File: src/hw/fpc_pkg.sv
// package for the fuse prom read/program controller
// Operation
// - read needs low-active select low and both high-active selects high.
// - eleven address lines pick one of 2048 words, shared by read/program.
// - set address first, then deselect the device before pulsing.
// - while deselected, pulse the single output bit that must become one.
// - once the bit senses as one, give exactly one extra pulse, stop; the code gives none if that sense follows pulse 10000.
// - never exceed 10000 pulses per bit; report failure at the limit.
// - each pulse lasts 7.1 to 7.9 us with duty cycle at least 70 percent.
// - address stable 10 us before programming and 10 us after it.
// - wait 0.7 us after a pulse before sensing, sense 0.7 us before next.
package fpc_pkg;
   localparam int ADDR_W = 11;
   localparam int DATA_W = 8;
   localparam int CLK_KHZ = 20000;
   // times in nanoseconds
   localparam int PW_MIN_NS = 7100;
   localparam int PW_MAX_NS = 7900;
   localparam int ADDR_WAIT_NS = 10000;
   localparam int SENSE_WAIT_NS = 700;
   localparam int DUTY_MIN_PCT = 70;
   localparam int MAX_PULSES = 10000;
   localparam int EXTRA_PULSES = 1;
   // least times round up, pulse width aims at the middle of its window
   localparam int PW_CYC = ((PW_MIN_NS + PW_MAX_NS) / 2 * CLK_KHZ) / 1000000;
   localparam int ADDR_CYC = (ADDR_WAIT_NS * CLK_KHZ + 999999) / 1000000;
   localparam int SENSE_CYC = (SENSE_WAIT_NS * CLK_KHZ + 999999) / 1000000;
   // gap after a pulse: at least both sense waits, and duty >= 70 percent
   localparam int GAP_RAW = (PW_CYC * (100 - DUTY_MIN_PCT)) / DUTY_MIN_PCT;
   localparam int GAP_CYC = (GAP_RAW > 2 * SENSE_CYC) ? GAP_RAW : 2 * SENSE_CYC;
   localparam int CNT_W = 16;
   localparam logic [CNT_W-1:0] MAX_PULSES_C = CNT_W'(MAX_PULSES);
   localparam logic [CNT_W-1:0] PW_C = CNT_W'(PW_CYC);
   localparam logic [CNT_W-1:0] ADDR_C = CNT_W'(ADDR_CYC);
   localparam logic [CNT_W-1:0] SENSE_C = CNT_W'(SENSE_CYC);
   localparam logic [CNT_W-1:0] GAP_C = CNT_W'(GAP_CYC);

   typedef enum logic [1:0] {
      FPC_OP_READ,
      FPC_OP_PROG
   } fpc_op_e;

   typedef struct packed {
      logic [ADDR_W-1:0] addr;
      logic [2:0]        bitSel;
      logic              prog;
   } fpc_req_s;

   typedef struct packed {
      logic              selActiveLow;
      logic              selActiveHighA;
      logic              selActiveHighB;
   } fpc_sel_s;
endpackage

File: src/hw/fpc_ctrl.sv
// host controller that reads and fuse-programs the 2048x8 prom
`timescale 1ns/1ns
`default_nettype none
module fpc_ctrl
   import fpc_pkg::*;
(
   input  wire logic              mclk,
   input  wire logic              rstn,
   // user request side
   input  wire logic              reqValid,
   input  wire fpc_req_s          req,
   output logic                   reqReady,
   output logic                   doneValid,
   output logic [DATA_W-1:0]      doneData,
   output logic                   doneFail,
   output logic [CNT_W-1:0]       donePulses,
   // prom pins
   output logic [ADDR_W-1:0]      promAddr,
   output fpc_sel_s               promSel,
   input  wire logic [DATA_W-1:0] promData,
   output logic [DATA_W-1:0]      burnDrive,
   output logic [DATA_W-1:0]      burnDriveEn,
   output logic                   senseEn
);
   //------------------------------------------------------------
   // reset release and pin synchronisation
   //------------------------------------------------------------
   logic              rstMeta;
   logic              rstSyncN;
   logic [DATA_W-1:0] dataSync;

   // reset enters asynchronously, leaves the logic through two flops
   always_ff @(posedge mclk or negedge rstn) begin
      if (!rstn) begin
         rstMeta  <= 1'b0;
         rstSyncN <= 1'b0;
      end else begin
         rstMeta  <= 1'b1;
         rstSyncN <= rstMeta;
      end
   end

   fpc_sync #(.W(DATA_W)) uDataSync (
      .mclk     (mclk),
      .rstSyncN (rstSyncN),
      .din      (promData),
      .dout     (dataSync)
   );

   //------------------------------------------------------------
   // sequencer
   //------------------------------------------------------------
   typedef enum logic [3:0] {
      S_IDLE, S_RD_SETUP, S_RD_SAMPLE, S_PG_SETUP, S_PULSE,
      S_SENSE_WAIT, S_SENSE_HOLD, S_PG_HOLD, S_DONE
   } fpc_state_e;

   fpc_state_e        state;
   fpc_state_e        next_state;
   logic [CNT_W-1:0]  timer;
   logic [CNT_W-1:0]  next_timer;
   logic [CNT_W-1:0]  pulses;
   logic [2:0]        bitSel;
   logic              extraPhase;
   logic              fail;
   logic [DATA_W-1:0] capData;
   wire               timerDone = (timer == '0);
   wire               bitIsOne  = dataSync[bitSel];
   wire               limitHit  = (pulses >= MAX_PULSES_C);
   wire               senseEnd  = (state == S_SENSE_HOLD) && timerDone;

   // next state and timer reload
   // a state whose timer is loaded with n lasts n+1 cycles, so program
   // loads are one short; this keeps the duty cycle above its floor
   always_comb begin
      next_state = state;
      next_timer = timerDone ? '0 : timer - CNT_W'(1);
      case (state)
         S_IDLE: begin
            if (reqValid) begin
               // address comes first for programming; a read sets address and selects on the same edge
               next_state = req.prog ? S_PG_SETUP : S_RD_SETUP;
               next_timer = req.prog ? ADDR_C - CNT_W'(1) : SENSE_C;
            end
         end
         S_RD_SETUP: begin
            if (timerDone) next_state = S_RD_SAMPLE;
         end
         S_RD_SAMPLE: next_state = S_DONE;
         S_PG_SETUP: begin
            if (timerDone) begin
               next_state = S_PULSE;
               next_timer = PW_C - CNT_W'(1);
            end
         end
         S_PULSE: begin
            // width centred in its window
            if (timerDone) begin
               next_state = S_SENSE_WAIT;
               next_timer = SENSE_C - CNT_W'(1);
            end
         end
         S_SENSE_WAIT: begin
            // sense only after the settle time
            if (timerDone) begin
               next_state = S_SENSE_HOLD;
               next_timer = GAP_C - SENSE_C - CNT_W'(1);
            end
         end
         S_SENSE_HOLD: begin
            if (timerDone) begin
               // one extra pulse after first good sense, none if the limit is already hit
               if (extraPhase || limitHit) begin
                  next_state = S_PG_HOLD;
                  next_timer = ADDR_C - CNT_W'(1);
               end else begin
                  next_state = S_PULSE;
                  next_timer = PW_C - CNT_W'(1);
               end
            end
         end
         S_PG_HOLD: begin
            if (timerDone) next_state = S_DONE;
         end
         S_DONE: next_state = S_IDLE;
         default: next_state = S_IDLE;
      endcase
   end

   // state, counters and captured data
   always_ff @(posedge mclk or negedge rstSyncN) begin
      if (!rstSyncN) begin
         state      <= S_IDLE;
         timer      <= '0;
         pulses     <= '0;
         bitSel     <= '0;
         extraPhase <= 1'b0;
         fail       <= 1'b0;
         capData    <= '0;
      end else begin
         state <= next_state;
         timer <= next_timer;
         if (state == S_IDLE && reqValid) begin
            bitSel     <= req.bitSel;
            pulses     <= '0;
            extraPhase <= 1'b0;
            fail       <= 1'b0;
         end
         if (state == S_PULSE && timerDone) begin
            pulses <= pulses + CNT_W'(1); // counted per bit
         end
         // decide at end of sensing: success arms the extra pulse
         if (state == S_SENSE_HOLD && timerDone && !extraPhase) begin
            if (bitIsOne) begin
               extraPhase <= 1'b1;
            end else if (limitHit) begin
               fail <= 1'b1; // give up at the limit
            end
         end
         // program keeps the last sensed word; pins float once sensing ends
         if (state == S_RD_SAMPLE || senseEnd) begin
            capData <= dataSync;
         end
      end
   end

   //------------------------------------------------------------
   // pin decode
   //------------------------------------------------------------
   // decodes use next_state so registered pins line up with the state
   wire        readSel  = (next_state == S_RD_SETUP)
                          || (next_state == S_RD_SAMPLE);
   wire        pulseOn  = (next_state == S_PULSE);
   wire        senseOn  = (next_state == S_SENSE_WAIT)
                          || (next_state == S_SENSE_HOLD);
   wire        loadAddr = (state == S_IDLE) && reqValid;
   wire [7:0]  bitMask  = 8'h01 << bitSel;
   // deselected: low-active select high, high-active selects low
   wire fpc_sel_s selOn    = fpc_sel_s'{1'b0, 1'b1, 1'b1};
   wire fpc_sel_s selOff   = fpc_sel_s'{1'b1, 1'b0, 1'b0};

   // registered pin drive; program keeps the device deselected
   always_ff @(posedge mclk or negedge rstSyncN) begin
      if (!rstSyncN) begin
         promAddr    <= '0;
         promSel     <= '{1'b1, 1'b0, 1'b0};
         burnDrive   <= '0;
         burnDriveEn <= '0;
         senseEn     <= 1'b0;
      end else begin
         if (loadAddr) promAddr <= req.addr; // held through hold
         // all three selects asserted only for reads
         promSel <= readSel ? selOn : selOff;
         // only the chosen bit line is pulsed
         burnDrive   <= pulseOn ? bitMask : '0;
         burnDriveEn <= pulseOn ? bitMask : '0;
         // sense current covers settle and hold
         senseEn     <= senseOn;
      end
   end

   // user side answers
   always_ff @(posedge mclk or negedge rstSyncN) begin
      if (!rstSyncN) begin
         reqReady   <= 1'b0;
         doneValid  <= 1'b0;
         doneData   <= '0;
         doneFail   <= 1'b0;
         donePulses <= '0;
      end else begin
         reqReady  <= (next_state == S_IDLE);
         doneValid <= (state == S_DONE);
         if (state == S_DONE) begin
            doneData   <= capData; // stored word
            doneFail   <= fail;
            donePulses <= pulses;
         end
      end
   end

endmodule
`default_nettype wire

File: src/hw/fpc_sync.sv
// two-flop synchroniser, one per bit
`timescale 1ns/1ns
`default_nettype none
module fpc_sync #(
   parameter int W = 1
) (
   input  wire logic         mclk,
   input  wire logic         rstSyncN,
   input  wire logic [W-1:0] din,
   output logic      [W-1:0] dout
);
   logic [W-1:0] stage1;

   // first stage is read only by the second
   always_ff @(posedge mclk or negedge rstSyncN) begin
      if (!rstSyncN) begin
         stage1 <= '0;
         dout   <= '0;
      end else begin
         stage1 <= din;
         dout   <= stage1;
      end
   end
endmodule
`default_nettype wire

File: config.mk
export PLATFORM = sky130hd
export DESIGN_NAME = fpc_ctrl
export DESIGN_NICKNAME = d
export VERILOG_FILES = /design/src/hw/fpc_pkg.sv /design/src/hw/fpc_ctrl.sv /design/src/hw/fpc_sync.sv
export SDC_FILE = /design/constraint.sdc
export NUM_CORES = 1
export LEC_CHECK = 0
export ABC_AREA = 1
export BUFFER_PORTS_ARGS = -buffer_cell sky130_fd_sc_hd__buf_2
export CAP_MARGIN = 20
export CORE_MARGIN = 4
export CORE_UTILIZATION = 30
export DETAILED_ROUTE_END_ITERATION = 12
export MAX_ROUTING_LAYER = met4
export PLACE_DENSITY = 0.52
export SLEW_MARGIN = 30
export SYNTH_ARGS = -nofsm -noshare
export SYNTH_HDL_FRONTEND = slang
export SYNTH_SLANG_ARGS = --single-unit
export TNS_END_PERCENT = 1
File: constraint.sdc
create_clock -name mclk -period 6.5 [get_ports mclk]
set_clock_uncertainty 0.2 [all_clocks]
set_input_delay 0.65 -clock mclk [delete_from_list [all_inputs] [get_ports mclk]]
set_output_delay 0.65 -clock mclk [all_outputs]
set_load 0.1 [all_outputs]
Word level (Yosys, flattened, before mapping). Index checks and enable logic that the tools add are counted. W data, S select, Z words.

Bits in writable memories: 0. Input bits: 26. Bits in latches: 0. Register bits after elaboration: 117. Logic and storage cells: 85. Memories: 0. Bits in read-only memories: 0. Output and inout port bits: 58.

Shifts and indexed selects: 1. Mux-type cells: 32. $add $sub $neg: 2. Multipliers: 0. Bitwise gates (word level): 0. Div/mod/pow operators: 0. Equality and inequality tests: 13. Reductions and logical operators: 13. Order comparisons: 2.

Operators by type and width (number): $mux W16 (8); $pmux W16 S5 (1); $pmux W4 S8 (1); $eq A4 B3 Y1 const B (7); $mux W4 (7); $add A16 B1 Y16 const B (1); $ge A16 B14 Y1 const B (1); $logic_not A16 Y1 (1); $mux W8 (2); $sub A16 B1 Y16 const B (1); $eq A4 B2 Y1 const B (3); $eq A4 B1 Y1 const B (2); $logic_not A4 Y1 (2); $mux W1 (8); $shl A1 B3 Y8 const A (1); $mux W7 (1); $eq A4 B4 Y1 const B (1); $logic_and A1 B1 Y1 (4); $logic_or A1 B1 Y1 (4); $lt A3 B4 Y1 const B (1); $mux W2 (2); $bmux W1 S3 (1); $mux W3 (1); $reduce_bool A2 Y1 (1); $logic_not A1 Y1 (1).

Depth between registers and ports, before layout.
Word-level depth: 8. Mapped depth: 13. Depth with buffers taken out: 13.

By module. From an unflattened synthesis, not the netlist that was laid out.

Cells, all modules: 590. Area, all modules: 5211.2 um2.

Modules (own cells, without submodules): fpc_ctrl (times used 1, sequential area each 2503.7 um2, area each 4810.9 um2, cells each 574); fpc_sync (times used 1, sequential area each 400.4 um2, area each 400.4 um2, cells each 16).

Worst setup path after synthesis. No wires, ideal clock.

Path type: register to output. Start point: reg burnDriveEn[0]. End point: out burnDriveEn[0]. Arrival: 1.324 ns. Path buffers: 1. Cell stages (with the launch flop): 2. Setup slack: 4.326 ns. Cells stage by stage: dfrtp_1 > buf_4.

RTL lines: from (decl) (RTL line fpc_ctrl.sv:22) `output logic [DATA_W-1:0] burnDriveEn,`; from (signal assigned) (RTL line fpc_ctrl.sv:196) `burnDriveEn <= pulseOn ? bitMask : '0;`.

No word-level cell between the ends.

Final worst setup path.
Start point: reg state[2]. End point: reg burnDriveEn[4].

Word-level cells in the longest chain between the ends: 4. Elaborated cells between the ends (all ways): 18. Those cells by class: eq/ne: 8; mux: 9; reduce/logical: 1.

Ends and longest elaborated chain: from (decl) (RTL line fpc_ctrl.sv:58) `fpc_state_e state;`; from (signal assigned) (RTL line fpc_ctrl.sv:141) `state <= next_state;`; $eq A4 B3 Y1, or another cell as far along (RTL line fpc_ctrl.sv:78) `case (state)`; $pmux W4 S8 (*) (RTL line fpc_ctrl.sv:78); $eq A4 B3 Y1 (*) (RTL line fpc_ctrl.sv:173) `wire pulseOn = (next_state == S_PULSE);`; $mux W8 (*) (RTL line fpc_ctrl.sv:196).

Mark *: on every way between the ends. The rest lies on a longest branch, timed or not. A chain may end at the register's enable or synchronous reset.

==> reports/metrics.csv <==
metric,value,unit
Via density,4.41,
Yosys top cell by area,dfrtp_1,
area of the multi-input gates,1980,um^2
"Top FF cell, synth",dfrtp_1,
Hold Path Class,flop to flop,
WL per Instance,12.6,um
CTS Buf Count,17,
pwr dens,574,nW/um^2
critical path required time,6.63,ns
crit-path most repeated cell,nand2_1,
DRT iter0 DRCs,149,
fin nets,704,
ANT nets after route,0,
CP max FO,22,
cells after synthesis,590,
share of the synthesized area in the top cell type,54.9,%
overall global routing resource usage,12.6,%
clock sink count,116,
Die Wd,140,um
die height,140,um
Die ar.,19700,um^2
number of placed I/O pins,84,
hold path startpoint,uDataSync.stage1[5],
"Cell Area, Placed",5830,um^2
layout overhead on the synthesized area,22.3,%
Synthesized Nets,620,
vias in the first global route,4095,
Port Buffers,83,
CP max-delay cell,dfrtp_1,
critical path capture point type,flop,
First-pass DRT Iterations,5,
Synth Register Bits,116,
"CP delay by family, top",simple AND/OR/NAND/NOR gates,
TritonCTS clock tree,built,
hpwl dp,8220,um
Slew HR,46.2,%
period utilization,37.4,%
status,finished clean,
Synthesis Warnings,0,
Netlist Area Pre-Place,5240,um^2
Final GP Congestion,0.851,
largest net degree at the start of global routing,65,
number of max-cap violations,0,
Slew @ Worst Pin,0.807,ns
post-route cell area,6410,um^2
overall routed net length,11500,um
GRT overflow,0,
slowest cell delay on critical path,0.48,ns
Core ar.,17200,um^2
Max Freq,0.411,GHz
clock transition at the registers of the reported paths,0.06,ns
R2R Path Start,state[2],
clk_lat worst skew,0.41,ns
area taken by flip-flops and latches,2910,um^2
Synth area leaders,"dfrtp_1 (55%), nand2_1 (11%), o21ai_0 (5.3%), inv_1 (3.7%), nor2_1 (3.7%)",
Leak,3.19,nW
fin util,37.2,%
detailed-route via count,4019,
row count,48,
Starting Density,30.4,%
crit path cell chain,inv_2 -> nand2_1 -> nor2_1 -> nand2_1 -> buf_4 -> nand2_1 -> nor2_1 -> nand2_2 -> nand2_4 -> nand3_4 -> nor2_2,
# fillers,1721,
"Slew Viols, Final",0,
ys async rst share,100,%
Sum Neg Setup Slack,0,ns
Setup crit start,state[2],
RSZ-0062 raised after global routing,no,
layout cell share with drive strength beyond 1,24.3,%
global-route wire length before repair,19600,um
crit path DAT,2.56,ns
CTS H-tree lvls,4,
Peak VDD IR,335,uV
DRC viols,0,
number of synthesized flops with an enable pin,0,
initial antenna violation count,0,
Setup Viol. Count Final,0,
CTS Root Cell,clkbuf_16,
Mean Syn Cell Area,8.89,um^2
Ant. Diodes,0,
"Seq/Total Area, Yosys",55.4,%
final hold vios,0,
Crit Path Category,flop to flop,
startpoint types,flop,
Tmin final,2.43,ns
unique cell type count in the Yosys netlist,44,
Max Root-Sink Buffers,2,
crit path buf inv count,2,
==> power by group <==
group	internal, W	switching (W)
clock network	0.000534	0.000350
logic	0.000318	0.00141
registers	0.000934	0.000139
total	0.00179	0.00189
==> per-layer routing <==
layer	GRT usage (%)	wire, um	vias to the layer above
met5	-	0	-
met4	3.93	99	0
met3	3.76	426	8
met2	19.4	5520	82
met1	16.2	5480	1878
li1	-	-	2051
==> worst paths after layout <==
kind,endpoint,slack [ns],cells after the start
max,burnDriveEn[4],4.07,11
min,uDataSync.dout[5],0.14,0
max reg2reg,burnDriveEn[4],4.07,11
min reg2reg,uDataSync.dout[5],0.14,0
max in group asynchronous,timer[14],4.68,1
min in group asynchronous,promAddr[2],0.15,0
==> cell families after synthesis <==
family / count (synthesis) / share of synthesized area, %
buffers and inverters: 82 / 6.83
AND/OR/NAND/NOR: 291 / 25.6
adder cells (fa/ha/maj): 4 / 0.955
other: 1 / 0.0715
AO/OA/AOI/OAI: 83 / 8.95
flip-flops: 116 / 55.4
XOR/XNOR: 12 / 2.00
multiplexers: 1 / 0.191
==> Yosys cell counts (3+ instances only) <==
library cell / n
nor2_2: 15
inv_2: 8
ha_1: 4
inv_1: 52
o21ai_0: 55
nand2_2: 7
nand4_1: 6
nor2_4: 6
nand2_4: 3
o21ai_1: 6
buf_4: 11
clkbuf_1: 4
buf_2: 6
nor2_1: 52
nand3_1: 32
xnor2_1: 3
nand2_1: 157
xor2_1: 9
o22ai_1: 4
dfrtp_1: 115
nor3_1: 6
==> area by class of cell <==
| type | count | share of cell area [%] |
|---|---|---|
| flip-flops and latches | 116 | 45.4 |
| multi-input cells | 392 | 30.9 |
| repair buffers | 86 | 6.87 |
| clock buffers | 17 | 6.64 |
| well taps | 225 | 4.39 |
| inverters | 61 | 3.59 |
| clock inverters | 15 | 2.24 |
==> per-stage QoR <==
| step | std cells | hold slack, ns | power [W] | setup WS, ns |
|---|---|---|---|---|
| 6_report | 912 | 0.143 | 0.00368 | 4.07 |
| 5_1_grt | 912 | 0.115 | 0.00389 | 3.86 |
| 4_1_cts | 912 | 0.125 | 0.00373 | 4.05 |
| 3_5_place_dp | 879 | 0.137 | 0.00282 | 4.05 |
| 3_3_place_gp | 879 | 0.133 | 0.00281 | 4.09 |
| 2_1_floorplan | 590 | 0.131 | 0.00252 | 2.83 |
==> flip-flops by register name, indices dropped and copies added, names as in the netlist, 2 cells and up <==
signal            cells
bitSel                3
burnDriveEn           8
capData               8
doneData              8
donePulses           16
promAddr             11
promSel               2
pulses               16
state                 4
timer                16
uDataSync.dout        8
uDataSync.stage1      8
==> layout by cell type, fill, tap and decap left out, drive strengths merged, types with 2 or more instances in the layout <==
cell	n
o21ai	62
clkbuf	17
clkinv	7
a21oi	3
nand4	6
nor2	74
xor2	9
ha	4
o22ai	4
xnor2	3
nand3	35
buf	85
o211ai	2
nor3	8
nand2	167
dfrtp	115
inv	67
o221ai	2
o32ai	2
==> timing repair <==
item | CTS | global route
setup buffers | 0 | 0
gates resized for setup | 0 | 0
hold buffers | 1 | 0
endpoints found under the hold margin | 2 | 0
(Power assumes the default switching activity.)
